$ cat src/rtl/lvic_consts.svh
// constants for the level and vector interrupt controller
// assumes inclusion by bare name from the design file and the bench
`ifndef LVIC_CONSTS_SVH
`define LVIC_CONSTS_SVH
// boot and reset vectors
`define RESET_ADDR 16'h0100
`define BT_VECTOR 16'h0100
// vector bases: levels 0-3, levels 4-6, level 7
`define VEC_BASE_LO 8'hCE
`define VEC_BASE_MID 8'hE4
`define VEC_BASE_HI 8'hB0
`define SRC_FIRST_MID 5'h09
`define SRC_FIRST_HI 5'h17
`define SRC_COUNT 31
// sources whose pending flag hardware clears on grant
`define HW_CLR_MASK 31'h0000015E
// register byte offsets
`define OFS_SYS_MODE 8'h00
`define OFS_LEVEL_MASK 8'h04
`define OFS_LEVEL_PRIO 8'h08
`define OFS_LEVEL_REQ 8'h0C
`define OFS_SRC_ENABLE 8'h10
`define OFS_SRC_PEND 8'h14
`define OFS_SRC_CLEAR 8'h18
`define OFS_GRANT_VEC 8'h1C
`define OFS_EVT_STATUS 8'h20
`define OFS_EVT_CLEAR 8'h24
`define OFS_EVT_ENABLE 8'h28
// system mode fields
`define SYM_GIE_BIT 0
`define SYM_FAST_BIT 1
`define SYM_EXT_LSB 2
// reset values
`define SYS_MODE_RST 4'h0
`define LEVEL_MASK_RST 8'h00
`define LEVEL_PRIO_RST 3'h0
`define SRC_EN_RST 31'h00000000
// bus answers
`define RESP_OKAY 2'h0
`define RESP_SLVERR 2'h2
`endif

$ cat src/rtl/lvic_pkg.sv
// types shared by the interrupt controller
// assumes the constants header sits beside it
package lvic_pkg;
    // priority groups, one-hot
    typedef enum logic [2:0] {
        GRP_A = 3'b001,
        GRP_B = 3'b010,
        GRP_C = 3'b100
    } grp_t;
    typedef logic [15:0] addr16_t;
endpackage

$ cat src/rtl/level_vector_interrupt_control.sv
// interrupt level, mask, priority and vector control with an axi4-lite
// register slave; assumes one clock, sources give one-cycle pulses and
// the cpu core pulses its enable, disable and acknowledge lines.
// What this block does
// - boot at 0100H unless relocation strap set
// - vectors are 16-bit pointers in program ROM
// - basic timer overflow resets via 100H, no level
// - level five holds four serial sources E8H-EEH
// - in-level priority zero is serviced first
// - lowest vector wins among same-level requests
// - enable instruction turns whole structure on
// - disable instruction stops all servicing anytime
// - enable and disable instructions drive mode bit 0
// - writing mode bit 0 equals the instructions
// - one mask bit per level gates servicing
// - levels ordered in groups A, B, C
// - read-only request register, one flag per level
// - mode register holds fast, global, memory controls
// - each source gated by its own enable
// - grant disables interrupts, hands vector pointer pair
`include "lvic_consts.svh"
module level_vector_interrupt_control #(
    parameter int ADDR_W = 8
) (
    // clock, reset and freeze
    input wire logic ref_clk,
    input wire logic reset_n,
    input wire logic clk_en,
    // axi4-lite write channels
    input wire logic [ADDR_W-1:0] awaddr,
    input wire logic awvalid,
    output logic awready,
    input wire logic [31:0] wdata,
    input wire logic [3:0] wstrb,
    input wire logic wvalid,
    output logic wready,
    output logic [1:0] bresp,
    output logic bvalid,
    input wire logic bready,
    // axi4-lite read channels
    input wire logic [ADDR_W-1:0] araddr,
    input wire logic arvalid,
    output logic arready,
    output logic [31:0] rdata,
    output logic [1:0] rresp,
    output logic rvalid,
    input wire logic rready,
    // interrupt sources and straps
    input wire logic [`SRC_COUNT-1:0] src_pulse,
    input wire logic bt_overflow,
    input wire logic reloc_en,
    input wire lvic_pkg::addr16_t reloc_addr,
    // cpu core side
    input wire logic global_enable_instr,
    input wire logic global_disable_instr,
    input wire logic int_ack,
    output logic int_req,
    output logic [2:0] int_level,
    output lvic_pkg::addr16_t int_vec_lo,
    output lvic_pkg::addr16_t int_vec_hi,
    output logic sys_reset_req,
    output lvic_pkg::addr16_t boot_addr,
    output logic fast_int_en,
    output logic [1:0] ext_mem_ctrl,
    output logic irq
);
    import lvic_pkg::*;
    localparam int NS = `SRC_COUNT;

    // ----------------------------------------------------------------
    // helper functions
    // ----------------------------------------------------------------
    // first source index of each level; index order equals vector order within a level
    function automatic logic [4:0] lvl_first(input logic [3:0] l);
        case (l)
            4'd0: lvl_first = 5'd0;
            4'd1: lvl_first = 5'd2;
            4'd2: lvl_first = 5'd3;
            4'd3: lvl_first = 5'd5;
            4'd4: lvl_first = 5'd9;
            4'd5: lvl_first = 5'd11;
            4'd6: lvl_first = 5'd15;
            4'd7: lvl_first = 5'd23;
            default: lvl_first = 5'd31;
        endcase
    endfunction

    function automatic logic [NS-1:0] lvl_srcs(input logic [2:0] l);
        logic [4:0] lo;
        logic [4:0] hi;
        lo = lvl_first({1'b0, l});
        hi = lvl_first({1'b0, l} + 4'd1);
        lvl_srcs = '0;
        for (int i = 0; i < NS; i++) begin
            lvl_srcs[i] = (5'(i) >= lo) && (5'(i) < hi);
        end
    endfunction

    // source index to vector byte address
    function automatic logic [7:0] src_vec(input logic [4:0] s);
        if (s >= `SRC_FIRST_HI) begin
            src_vec = `VEC_BASE_HI + {2'b0, s - `SRC_FIRST_HI, 1'b0};
        end else if (s >= `SRC_FIRST_MID) begin
            src_vec = `VEC_BASE_MID + {2'b0, s - `SRC_FIRST_MID, 1'b0};
        end else begin
            src_vec = `VEC_BASE_LO + {2'b0, s, 1'b0};
        end
    endfunction

    function automatic logic [31:0] merge(input logic [31:0] old,
            input logic [31:0] nw, input logic [3:0] be);
        merge = old;
        for (int b = 0; b < 4; b++) begin
            if (be[b]) begin
                merge[8*b +: 8] = nw[8*b +: 8];
            end
        end
    endfunction

    // ----------------------------------------------------------------
    // state
    // ----------------------------------------------------------------
    logic [3:0] system_mode_reg, system_mode_next;
    logic [7:0] level_mask_reg;
    logic [2:0] level_priority_reg;
    logic [NS-1:0] src_en_reg, src_pend_reg, src_pend_next;
    logic [1:0] evt_status_reg, evt_status_next, evt_enable_reg;
    logic [2:0] int_level_reg;
    addr16_t vec_lo_reg, boot_addr_reg;
    logic boot_done_reg, sys_reset_req_reg;
    logic aw_full_reg, w_full_reg, bvalid_reg, rvalid_reg;
    logic [ADDR_W-1:0] aw_addr_reg;
    logic [31:0] w_data_reg, rdata_reg;
    logic [3:0] w_strb_reg;
    logic [1:0] bresp_reg, rresp_reg;

    // ----------------------------------------------------------------
    // bus slave decode
    // ----------------------------------------------------------------
    // write runs the cycle after both address and data are held
    wire do_write = aw_full_reg && w_full_reg && !bvalid_reg;
    wire ar_take = arvalid && arready;
    wire [7:0] wa = 8'(aw_addr_reg);
    wire [7:0] ra = 8'(araddr);
    wire wr_sym = do_write && wa == `OFS_SYS_MODE;
    wire wr_mask = do_write && wa == `OFS_LEVEL_MASK;
    wire wr_prio = do_write && wa == `OFS_LEVEL_PRIO;
    wire wr_sen = do_write && wa == `OFS_SRC_ENABLE;
    wire wr_sclr = do_write && wa == `OFS_SRC_CLEAR;
    wire wr_eclr = do_write && wa == `OFS_EVT_CLEAR;
    wire wr_een = do_write && wa == `OFS_EVT_ENABLE;
    // read-only offsets accept writes silently; unmapped ones refuse
    wire wr_ok = wr_sym | wr_mask | wr_prio | wr_sen | wr_sclr | wr_eclr
        | wr_een | wa == `OFS_LEVEL_REQ | wa == `OFS_SRC_PEND
        | wa == `OFS_GRANT_VEC | wa == `OFS_EVT_STATUS;
    wire [31:0] m_sym = merge({28'h0, system_mode_reg}, w_data_reg,
        w_strb_reg);
    wire [31:0] m_mask = merge({24'h0, level_mask_reg}, w_data_reg,
        w_strb_reg);
    wire [31:0] m_prio = merge({29'h0, level_priority_reg}, w_data_reg,
        w_strb_reg);
    wire [31:0] m_sen = merge({1'b0, src_en_reg}, w_data_reg, w_strb_reg);
    wire [31:0] m_clr = merge(32'h0, w_data_reg, w_strb_reg);
    wire [31:0] m_een = merge({30'h0, evt_enable_reg}, w_data_reg,
        w_strb_reg);

    assign awready = clk_en && !aw_full_reg && !bvalid_reg;
    assign wready = clk_en && !w_full_reg && !bvalid_reg;
    assign arready = clk_en && !rvalid_reg;
    assign bvalid = bvalid_reg;
    assign bresp = bresp_reg;
    assign rvalid = rvalid_reg;
    assign rresp = rresp_reg;
    assign rdata = rdata_reg;

    // ----------------------------------------------------------------
    // arbitration
    // ----------------------------------------------------------------
    wire gie = system_mode_reg[`SYM_GIE_BIT];
    wire [NS-1:0] src_act = src_pend_reg & src_en_reg;
    logic [7:0] level_req;
    for (genvar l = 0; l < 8; l++) begin : g_lvl
        assign level_req[l] = |(src_act & lvl_srcs(3'(l)));
    end
    wire [7:0] elig = level_req & level_mask_reg & {8{gie}};
    wire any_a = |elig[1:0];
    wire any_b = |elig[4:2];
    wire any_c = |elig[7:5];

    // group order codes 0..5 are the six orders; others fall back to A,B,C
    grp_t g1, g2, g3, win_grp;
    always_comb begin
        case (level_priority_reg)
            3'd1: begin g1 = GRP_A; g2 = GRP_C; g3 = GRP_B; end
            3'd2: begin g1 = GRP_B; g2 = GRP_A; g3 = GRP_C; end
            3'd3: begin g1 = GRP_B; g2 = GRP_C; g3 = GRP_A; end
            3'd4: begin g1 = GRP_C; g2 = GRP_A; g3 = GRP_B; end
            3'd5: begin g1 = GRP_C; g2 = GRP_B; g3 = GRP_A; end
            default: begin g1 = GRP_A; g2 = GRP_B; g3 = GRP_C; end
        endcase
    end
    wire [2:0] g_any = {any_c, any_b, any_a};
    assign win_grp = |(g1 & g_any) ? g1 : |(g2 & g_any) ? g2 : g3;
    wire [7:0] grp_lv = {{3{win_grp[2]}}, {3{win_grp[1]}}, {2{win_grp[0]}}};
    wire [7:0] cand_lv = elig & grp_lv;

    // lowest level in the group, then lowest index (lowest vector) in it
    logic [2:0] win_level;
    logic [4:0] win_src;
    always_comb begin
        win_level = 3'd0;
        for (int l = 7; l >= 0; l--) begin
            if (cand_lv[l]) win_level = 3'(l);
        end
    end
    wire [NS-1:0] cand_src = src_act & lvl_srcs(win_level);
    always_comb begin
        win_src = 5'd0;
        for (int i = NS - 1; i >= 0; i--) begin
            if (cand_src[i]) win_src = 5'(i);
        end
    end

    assign int_req = |elig;
    wire grant = int_req && int_ack && clk_en;
    wire [NS-1:0] win_hot = NS'(1) << win_src;
    // software clears any flag; hardware clears the winner's on grant only if it is in HW_CLR_MASK
    wire [NS-1:0] pend_clr = (wr_sclr ? m_clr[NS-1:0] : '0)
        | (grant ? (win_hot & `HW_CLR_MASK) : '0);
    assign src_pend_next = (src_pend_reg & ~pend_clr) | src_pulse;
    assign evt_status_next = (evt_status_reg & ~(wr_eclr ? m_clr[1:0] : 2'b0))
        | {bt_overflow, grant};

    // mode bit: bus write, then grant, then instructions; disable last
    always_comb begin
        system_mode_next = system_mode_reg;
        if (wr_sym) system_mode_next = m_sym[3:0];
        if (grant) system_mode_next[`SYM_GIE_BIT] = 1'b0;
        if (global_enable_instr) system_mode_next[`SYM_GIE_BIT] = 1'b1;
        if (global_disable_instr) system_mode_next[`SYM_GIE_BIT] = 1'b0;
    end

    // ----------------------------------------------------------------
    // registers
    // ----------------------------------------------------------------
    // control registers; mask writes are not blocked, keeping order is
    // software's job (global disable first)
    always_ff @(posedge ref_clk or negedge reset_n) begin
        if (!reset_n) begin
            system_mode_reg <= `SYS_MODE_RST;
            level_mask_reg <= `LEVEL_MASK_RST;
            level_priority_reg <= `LEVEL_PRIO_RST;
            src_en_reg <= `SRC_EN_RST;
            evt_enable_reg <= 2'h0;
        end else if (clk_en) begin
            system_mode_reg <= system_mode_next;
            if (wr_mask) level_mask_reg <= m_mask[7:0];
            if (wr_prio) level_priority_reg <= m_prio[2:0];
            if (wr_sen) src_en_reg <= m_sen[NS-1:0];
            if (wr_een) evt_enable_reg <= m_een[1:0];
        end
    end

    // pending flags, events and grant capture
    always_ff @(posedge ref_clk or negedge reset_n) begin
        if (!reset_n) begin
            src_pend_reg <= '0;
            evt_status_reg <= 2'h0;
            int_level_reg <= 3'd0;
            vec_lo_reg <= 16'h0000;
            sys_reset_req_reg <= 1'b0;
        end else if (clk_en) begin
            src_pend_reg <= src_pend_next;
            evt_status_reg <= evt_status_next;
            sys_reset_req_reg <= bt_overflow;
            if (grant) begin
                int_level_reg <= win_level;
                vec_lo_reg <= {8'h00, src_vec(win_src)};
            end
        end
    end

    // boot address caught on the first enabled edge after release
    always_ff @(posedge ref_clk or negedge reset_n) begin
        if (!reset_n) begin
            boot_done_reg <= 1'b0;
            boot_addr_reg <= `RESET_ADDR;
        end else if (clk_en && !boot_done_reg) begin
            boot_done_reg <= 1'b1;
            boot_addr_reg <= reloc_en ? reloc_addr : `RESET_ADDR;
        end
    end

    // bus write path
    always_ff @(posedge ref_clk or negedge reset_n) begin
        if (!reset_n) begin
            aw_full_reg <= 1'b0;
            w_full_reg <= 1'b0;
            bvalid_reg <= 1'b0;
            aw_addr_reg <= '0;
            w_data_reg <= 32'h0;
            w_strb_reg <= 4'h0;
            bresp_reg <= `RESP_OKAY;
        end else if (clk_en) begin
            if (awvalid && awready) begin
                aw_full_reg <= 1'b1;
                aw_addr_reg <= awaddr;
            end
            if (wvalid && wready) begin
                w_full_reg <= 1'b1;
                w_data_reg <= wdata;
                w_strb_reg <= wstrb;
            end
            if (do_write) begin
                aw_full_reg <= 1'b0;
                w_full_reg <= 1'b0;
                bvalid_reg <= 1'b1;
                bresp_reg <= wr_ok ? `RESP_OKAY : `RESP_SLVERR;
            end else if (bready) begin
                bvalid_reg <= 1'b0;
            end
        end
    end

    // read data selection
    wire [31:0] rd_val =
        ra == `OFS_SYS_MODE ? {28'h0, system_mode_reg} :
        ra == `OFS_LEVEL_MASK ? {24'h0, level_mask_reg} :
        ra == `OFS_LEVEL_PRIO ? {29'h0, level_priority_reg} :
        ra == `OFS_LEVEL_REQ ? {24'h0, level_req} :
        ra == `OFS_SRC_ENABLE ? {1'b0, src_en_reg} :
        ra == `OFS_SRC_PEND ? {1'b0, src_pend_reg} :
        ra == `OFS_GRANT_VEC ? {13'h0, int_level_reg, vec_lo_reg} :
        ra == `OFS_EVT_STATUS ? {30'h0, evt_status_reg} :
        ra == `OFS_EVT_ENABLE ? {30'h0, evt_enable_reg} : 32'h0;
    wire rd_ok = ra == `OFS_SYS_MODE || ra == `OFS_LEVEL_MASK
        || ra == `OFS_LEVEL_PRIO || ra == `OFS_LEVEL_REQ
        || ra == `OFS_SRC_ENABLE || ra == `OFS_SRC_PEND
        || ra == `OFS_GRANT_VEC || ra == `OFS_EVT_STATUS
        || ra == `OFS_EVT_ENABLE || ra == `OFS_SRC_CLEAR
        || ra == `OFS_EVT_CLEAR;

    // bus read path
    always_ff @(posedge ref_clk or negedge reset_n) begin
        if (!reset_n) begin
            rvalid_reg <= 1'b0;
            rdata_reg <= 32'h0;
            rresp_reg <= `RESP_OKAY;
        end else if (clk_en) begin
            if (ar_take) begin
                rvalid_reg <= 1'b1;
                rdata_reg <= rd_val;
                rresp_reg <= rd_ok ? `RESP_OKAY : `RESP_SLVERR;
            end else if (rready) begin
                rvalid_reg <= 1'b0;
            end
        end
    end

    // ----------------------------------------------------------------
    // outputs
    // ----------------------------------------------------------------
    assign int_level = int_level_reg;
    assign int_vec_lo = vec_lo_reg;
    assign int_vec_hi = vec_lo_reg + 16'h0001;
    assign sys_reset_req = sys_reset_req_reg;
    assign boot_addr = boot_addr_reg;
    assign fast_int_en = system_mode_reg[`SYM_FAST_BIT];
    assign ext_mem_ctrl = system_mode_reg[`SYM_EXT_LSB +: 2];
    assign irq = |(evt_status_reg & evt_enable_reg);
endmodule // level_vector_interrupt_control

$ cat config.mk
export PLATFORM = sky130hd
export DESIGN_NAME = level_vector_interrupt_control
export DESIGN_NICKNAME = d
export VERILOG_FILES = /design/src/rtl/lvic_pkg.sv /design/src/rtl/level_vector_interrupt_control.sv
export VERILOG_INCLUDE_DIRS = /design/src /design/src/rtl
export SDC_FILE = /design/constraint.sdc
export NUM_CORES = 1
export LEC_CHECK = 0
export ABC_AREA = 1
export BUFFER_PORTS_ARGS = -buffer_cell sky130_fd_sc_hd__clkbuf_2
export CAP_MARGIN = 15
export CORE_MARGIN = 2
export CORE_UTILIZATION = 35
export CTS_BUF_LIST = sky130_fd_sc_hd__clkbuf_4 sky130_fd_sc_hd__clkbuf_8 sky130_fd_sc_hd__clkbuf_16
export CTS_CLUSTER_DIAMETER = 150
export CTS_CLUSTER_SIZE = 16
export DETAILED_ROUTE_END_ITERATION = 16
export PLACE_DENSITY = 0.56
export SLEW_MARGIN = 40
export SYNTH_ARGS = -nofsm -noshare
export SYNTH_HDL_FRONTEND = slang
export SYNTH_SLANG_ARGS = --single-unit
$ cat constraint.sdc
create_clock -name ref_clk -period 10.4 [get_ports ref_clk]
set_clock_uncertainty 0.2 [all_clocks]
set_input_delay 0 -clock ref_clk [delete_from_list [all_inputs] [get_ports ref_clk]]
set_output_delay 0 -clock ref_clk [all_outputs]
set_load 0.01 [all_outputs]
; Yosys cells after proc, flatten, opt, wreduce, memory -nomap -nowiden
; Memory sizes are Yosys's and may differ from the RTL's.
; Cells that the tools add are included.
[word_totals]
rom_bits = 80
regBits = 193
wordCells = 341
mem_count = 2
[mem_list]
columns = memory, words, word_bits, rd, rd_ports_with_merged_regs, wr, line_no
row1 = (no name shown), 8, 5, 1, 0, 0, level_vector_interrupt_control.sv:75  ; case (l)
row2 = (no name shown), 8, 5, 1, 0, 0, level_vector_interrupt_control.sv:75
[classes]
magnitude_cmp = 64
bitwise_logic = 25
n_reduce_logical = 112
shifts = 1
n_addsub = 7
n_eq_ne = 25
n_mux = 79
[op_table]
columns = cell, n
row1 = two-way mux 31 bit, 7
row2 = two-way mux 5 bit, 32
row3 = AND 31 bit, 3
row4 = ">= comparator 5 bit, first input constant", 15
row5 = "< comparator 5 bit, first input constant", 15
row6 = "== test 8 x 5 -> 1 bit, second input constant", 8
row7 = logical AND 1 bit, 51
row8 = "== test 8 x 6 -> 1 bit, second input constant", 6
row9 = ">= comparator 4 x 5 -> 1 bit, first input constant", 8
row10 = "< comparator 4 x 5 -> 1 bit, first input constant", 8
row11 = two-way mux 8 bit, 5
row12 = "== test 8 x 4 -> 1 bit, second input constant", 4
row13 = inverter 31 bit, 1
row14 = bitwise OR 31 bit, 1
row15 = bitwise OR 31 x 9 -> 31 bit, 1
row16 = two-way mux 3 bit, 10
row17 = AND reduction 3 bit, 9
row18 = AND 8 bit, 3
row19 = OR reduction 8 bit, 3
row20 = OR reduction 2 bit, 11
row21 = ">= comparator 3 x 5 -> 1 bit, first input constant", 4
row22 = "< comparator 3 x 5 -> 1 bit, first input constant", 4
row23 = two-way mux 19 bit, 1
row24 = one-hot mux 3 bit (2 select lines), 3
row25 = other kinds (36), 100

; Depth between registers and ports, before layout
; An unclocked memory read counts as a cell.
[logic_depth]
ltp_word = 61
ltp_mapped = 62

; Least setup slack after synthesis
; No wires, ideal clock.
[synth_path]
path_type = register to register
start = register system_mode_reg[0]
end = register vec_lo_reg[5] (netlist: int_vec_lo[5])
setup_slack_ns = 5.265
setup_time_ns = 0.116
t_arrival_ns = 4.818
period_less_slack_ns = 5.135
n_path_buf = 2
t_required_ns = 10.084
stages_incl_launch_ff = 61
path_cell_list = dfrtp_1 > buf_6 > nand2_1 > inv_2 > nand2_1 > nand2_1 > inv_2 > nand2_4 > a21oi_4 > nand3_1 > nand2_1 > nand3b_2 > nand3_2 > nand2_1 > nand2_1 > nand2_2 > nand2_4 > clkinv_4 > [... 25 more ...] > nand2_1 > nand2_1 > nand2_1 > nand2_1 > nand2_1 > nand2_2 > nand2_4 > inv_1 > ha_1 > nand2_1 > nand2_1 > xor2_1 > ha_1 > inv_1 > nor2_1 > nor2_1 > nand2_1 > nand2_1
[synth_via]
elab_chain_len = 56
[synth_rtl]
columns = item, line_no
row1 = from (decl), level_vector_interrupt_control.sv:123  ; logic [3:0] system_mode_reg, system_mode_next;
row2 = from (signal assigned), level_vector_interrupt_control.sv:250  ; system_mode_reg <= `SYS_MODE_RST;
row3 = from (signal assigned), level_vector_interrupt_control.sv:256  ; system_mode_reg <= system_mode_next;
row4 = AND 8 bit *, level_vector_interrupt_control.sv:185  ; wire [7:0] elig = level_req & level_mask_reg & {8{gie}};
row5 = OR reduction 3 bit (tied with other cells), level_vector_interrupt_control.sv:187  ; wire any_b = |elig[4:2];
row6 = AND 3 bit, level_vector_interrupt_control.sv:203  ; assign win_grp = |(g1 & g_any) ? g1 : |(g2 & g_any) ? g2 : g3;
row7 = OR reduction 3 bit, level_vector_interrupt_control.sv:203
row8 = two-way mux 3 bit (2 in series), level_vector_interrupt_control.sv:203
row9 = AND 8 bit *, level_vector_interrupt_control.sv:205  ; wire [7:0] cand_lv = elig & grp_lv;
row10 = two-way mux 3 bit (7 in series), level_vector_interrupt_control.sv:213  ; if (cand_lv[l]) win_level = 3'(l);
row11 = two-way mux 3 bit *, level_vector_interrupt_control.sv:213
row12 = net win_level[0], level_vector_interrupt_control.sv:208  ; logic [2:0] win_level;
row13 = [... 4 more ...], --
row14 = logical AND 1 bit, level_vector_interrupt_control.sv:95  ; lvl_srcs[i] = (5'(i) >= lo) && (5'(i) < hi);
row15 = AND 31 bit *, level_vector_interrupt_control.sv:216  ; wire [NS-1:0] cand_src = src_act & lvl_srcs(win_level);
row16 = two-way mux 5 bit (30 in series), level_vector_interrupt_control.sv:220  ; if (cand_src[i]) win_src = 5'(i);
row17 = two-way mux 5 bit *, level_vector_interrupt_control.sv:220
row18 = subtractor 5 x 4 -> 5 bit (no source line), --
row19 = adder 6 x 7 -> 8 bit (no source line), --
row20 = two-way mux 8 bit, level_vector_interrupt_control.sv:103  ; end else if (s >= `SRC_FIRST_MID) begin
row21 = two-way mux 8 bit *, level_vector_interrupt_control.sv:101  ; if (s >= `SRC_FIRST_HI) begin
row22 = to (signal assigned), level_vector_interrupt_control.sv:278  ; vec_lo_reg <= {8'h00, src_vec(win_src)};
row23 = to (decl), level_vector_interrupt_control.sv:129  ; addr16_t vec_lo_reg, boot_addr_reg;
; Mark *: on every way through the listed nets, which the timed path passes. The rest lies on a longest branch.
; A chain may end at the register's enable or synchronous reset.

; Worst setup path after layout
[layout_path]
start = register src_pend_reg[13]
end = register vec_lo_reg[5] (netlist: int_vec_lo[5])
[layout_via]
elab_chain_len = 59
[layout_rtl]
columns = item, line_no
row1 = from (decl), level_vector_interrupt_control.sv:126  ; logic [NS-1:0] src_en_reg, src_pend_reg, src_pend_next;
row2 = from (signal assigned), level_vector_interrupt_control.sv:273  ; src_pend_reg <= src_pend_next;
row3 = AND 31 bit *, level_vector_interrupt_control.sv:180  ; wire [NS-1:0] src_act = src_pend_reg & src_en_reg;
row4 = OR reduction 4 bit *, level_vector_interrupt_control.sv:183  ; assign level_req[l] = |(src_act & lvl_srcs(3'(l)));
row5 = AND 8 bit * (2 in series), level_vector_interrupt_control.sv:185
row6 = OR reduction 3 bit, level_vector_interrupt_control.sv:188  ; wire any_c = |elig[7:5];
row7 = AND 3 bit, level_vector_interrupt_control.sv:203
row8 = OR reduction 3 bit, level_vector_interrupt_control.sv:203
row9 = two-way mux 3 bit (2 in series), level_vector_interrupt_control.sv:203
row10 = AND 8 bit *, level_vector_interrupt_control.sv:205
row11 = [... 8 more ...], --
row12 = net win_level[0], level_vector_interrupt_control.sv:208
row13 = [... 4 more ...], --
row14 = logical AND 1 bit, level_vector_interrupt_control.sv:95
row15 = AND 31 bit *, level_vector_interrupt_control.sv:216
row16 = two-way mux 5 bit (30 in series), level_vector_interrupt_control.sv:220
row17 = two-way mux 5 bit *, level_vector_interrupt_control.sv:220
row18 = subtractor 5 x 4 -> 5 bit (no source line), --
row19 = adder 6 x 7 -> 8 bit (no source line), --
row20 = two-way mux 8 bit, level_vector_interrupt_control.sv:103
row21 = two-way mux 8 bit *, level_vector_interrupt_control.sv:101
; Marked as above.

==> summary by stage <==
STA
The worst path in the final design needs a cycle of roughly 6200 ps, including I/O delays and setup. The number of pins with negative max-slew slack in the final report is 0. Summed over all failing endpoints, the final setup total negative slack is 0 ps. The setup violation total in the final timing report is 0. Derived from the worst setup path, the maximum achievable clock frequency is 160 MHz. The final critical path takes up between 50% and 60% of the cycle. Final hold analysis gives a worst-case slack of -29.7 ps.

Setup repair after global routing left no endpoint under its margin. The count of final hold-check violations is 27. Headroom to the max-slew limit came out at roughly half.

The worst path meets setup with 4170 ps of slack. At the pin with the least slew margin, the transition time is about 740 ps.

Cells and area
The net total in the final layout is roughly 1,800. The area occupied by registers is ~4700 sq um. The post-route netlist has between 15 and 20% of its cells at a drive strength greater than 1. After filler insertion, the fill cell instance count of the layout stands at between 2,000 and 3,000. Summing all multi-input logic gate instances after layout gives roughly 4800 sq um.

0 antenna diodes ended up in the layout. The signed area change from the synthesized netlist to the final layout is 32.4%.

Placed design
At the end of routability-driven placement, the weighted congestion stood at 0.914. Timing analysis after detailed placement gives a worst setup slack of about 4200 ps. Once detailed placement completed, the half-perimeter wirelength came to roughly 23 mm. Buffers placed on the I/O ports in this run total 187.

Logic synthesis
For this run, asynchronously set or reset flops after synthesis account for 100%. The post-synthesis register bit count is about 190. The count of cell types in the netlist is 55. The number of enable-type register cells in the synthesized netlist is 0. The combinational family with the most area after synthesis is simple AND/OR/NAND/NOR gates.

The parity-gate share of the synthesized area counting xor and xnor cells is less than 1%. The share of synthesized area spent on multiplexers is under 10%. Yosys printed 0 warnings. After Yosys synthesis, full adders, half adders and majority gates account for around 1.5% of the synthesized area.

The most used flip-flop cell after synthesis is sky130_fd_sc_hd__dfrtp_1. After synthesis, the mean cell area works out to between 7 and 8 sq um. Sequential cells were found to cover 45.9% of the synthesized design area. sky130_fd_sc_hd__nand2_1 is the most common cell in the netlist. The synthesized netlist devotes a little over a quarter of its cell area to simple gates. The cell area after technology mapping is between 10,000 and 15,000 sq um. Summing the areas of all compound-gate instances in the mapped netlist gives about 15% of the synthesized area.

By area the synthesized netlist is led by sky130_fd_sc_hd__dfrtp_1 46%, sky130_fd_sc_hd__nand2_1 14%, sky130_fd_sc_hd__o21ai_0 6.4%. Ranked by instance count, the synthesized netlist is headed by 373 x sky130_fd_sc_hd__nand2_1, 188 x sky130_fd_sc_hd__dfrtp_1, 132 x sky130_fd_sc_hd__o21ai_0. Of the post-synthesis cell area, the dominant cell type holds between 40% and 50%. The most area-hungry cell type in the Yosys netlist is sky130_fd_sc_hd__dfrtp_1. The post-synthesis cell count is 1,340.

Floorplan
The starting utilization of the core area is between 30% and 40%. The die footprint is around 31,000 sq um. The total core area is approximately 29,000 sq um. The total number of placement rows is 62.

The top-level I/O count is 210. The die height is 176 microns. The width of the die is 176 microns.

Pwr
The switching power total is ~0.67 mW. The internal cell power is 1.35 mW. In this run, flip-flops and latches consume about 46% of the power.

Net switching is approximately a third of the power. In this run the power density over the cells is between 100 and 150 nW/um^2. The leakage dissipation is about 6.7 nW. Per report_power, the clock group accounts for between 30 and 40% of the total. VDD sags by at most between 0.0001 and 0.00015 V. Per report_power, the combinational group accounts for a little over a fifth of the total.

Setup path
On the critical path, the stage with the largest delay is an instance of sky130_fd_sc_hd__dfrtp_1. The internal reg-to-reg setup slack is approximately 4200 ps. The critical path startpoint category is a flip-flop. Of all nets on the critical path, the largest fanout is 10.

At the worst endpoint, the arrival time is between 6000 and 7000 ps. STA puts the critical path data required time at around 11,000 ps. The type of the worst setup path is flip-flop to flip-flop. The critical path's most frequent cell is sky130_fd_sc_hd__nand2_1. The worst setup path is captured at a flip-flop. The largest stage delay on the critical path is around 400 ps.

Clock network
In this run, CTS created clock tree buffers numbering 17. In this run the number of H-tree levels came out at 4. After clock tree synthesis, the clock-pin slew on the worst setup and hold paths is about 80 ps. TritonCTS built the clock tree. The CTS root buffer is sky130_fd_sc_hd__clkbuf_16. The number of setup buffers added after CTS is 0. The total number of clock tree sinks is roughly 190. The maximum count of clock buffers along a single path is 2. The clock latency on the worst-skew pair is approximately 440 ps.

Route
The total iterations of the first detailed-routing run is 5. The count of vias placed by the detailed router is 10,100. The sum of routed wire length over all layers is 32.8 mm. The first routing iteration left around 750 violations. The number of vias per cell after detailed routing is slightly below 5. The routed length per placed instance is around 16 microns. In the routed design, unresolved DRC markers number 0.

The antenna violation net count after detailed routing is 0.

Flow run
The tool flagged a number of max-cap violations equal to 0.

Global route
The first global-routing pass estimated about 52 mm of wire. The initial antenna violation count is 0. Summed over all layers, the global routing overflow is 0. Global routing used 21.5% of the available tracks across all layers. Entering global routing, the biggest net connects 130 pins. The via count of the first global-routing pass is 9,906.

Run status
The run finished, with violations left. The checks that failed: hold timing.

Worst hold path
The class of the most critical hold timing path is input port to async pin.
layout by cell type (no fill, tap or decap), drive strengths merged, types with 7 or more instances in the layout:
master,n
nor2,129
a22o,8
mux2,11
nand4,22
nand3,62
inv,140
a21oi,73
o21ai,144
conb,21
nand2,393
dfrtp,188
ha,12
o31ai,7
clkbuf,205
a32oi,13
clkinv,10
dlygate4sd3,152
buf,7
nor3,22
critical path: cells and delay by family (launching register included):
family,cells,cell delay (ps)
xor gates and xnor gates,1,180
adders and majority gates,4,1050
buffers and inverters,3,210
DFF,1,410
and+or+nand+nor,48,4080
cells by family (layout without fill, tap and decap cells):
group | Yosys count | after routing
fa+ha+maj | 12 | 12
xor+xnor | 6 | 6
other cells | 2 | 21
compound gates | 273 | 273
simple gates | 642 | 642
buf+inv | 205 | 515
flops | 189 | 189
mux | 11 | 11
repair_timing:
action / CTS / global route
gates resized for setup: 0 / 0
setup endpoints to repair: 0 / 0
hold buffers: 152 / 0
endpoints found under the hold margin: 245 / 0
stage by stage:
step | std cells | hold slack, ps | cell area, sq um | power [mW] | utilization, %
final | 2053 | -29.7 | 13700 | 2.02 | 47.3
after CTS | 2053 | 3.25 | 13600 | 2.03 | 47.3
after global routing | 2053 | 32.9 | 13700 | 2.14 | 47.3
after detailed placement | 1869 | -123 | 11500 | 1.33 | 40.0
after global placement | 1868 | -3.47 | 11500 | 1.32 | 39.8
after floorplan | 1359 | -496 | 10400 | 1.18 | -
area by class of cell:
type	instances	area share, %
inverters	137	3.80
well taps	384	3.52
clock inverters	14	1.13
clock buffers	18	3.17
repair buffers	346	18.7
multi-input cells	965	35.0
flip-flops and latches	189	34.7
power groups by stage:
stage / registers [mW] / logic (mW) / clock network (mW)
2_1_floorplan: 0.926 / 0.253 / 0
3_3_place_gp: 0.937 / 0.384 / 0
4_1_cts: 0.926 / 0.442 / 0.666
3_5_place_dp: 0.940 / 0.392 / 0
6_report: 0.927 / 0.442 / 0.651
5_1_grt: 0.942 / 0.497 / 0.699
routing by layer:
layer | global-route usage (%) | share of wire (%) | vias to the layer above
li1 | - | - | 4990
met1 | 29.8 | 46 | 4731
met2 | 34.7 | 46 | 323
met3 | 3.61 | 5.7 | 48
met4 | 6.06 | 1.8 | 0
met5 | 0 | 0 | -
final timing paths:
| path | startpoint | end | depth (start not counted) |
|---|---|---|---|
| hold / removal | reset_n | rvalid | 2 |
| hold reg to reg | rdata[27] | rdata[27] | 2 |
| max in group asynchronous | reset_n | rdata[12] | 3 |
| setup / recovery | src_pend_reg[13] | int_vec_lo[5] | 56 |
| setup reg to reg | src_pend_reg[13] | int_vec_lo[5] | 56 |
| min in group ref_clk | clk_en | src_pend_reg[16] | 4 |
Note: power is estimated with default switching activity, not from simulation.
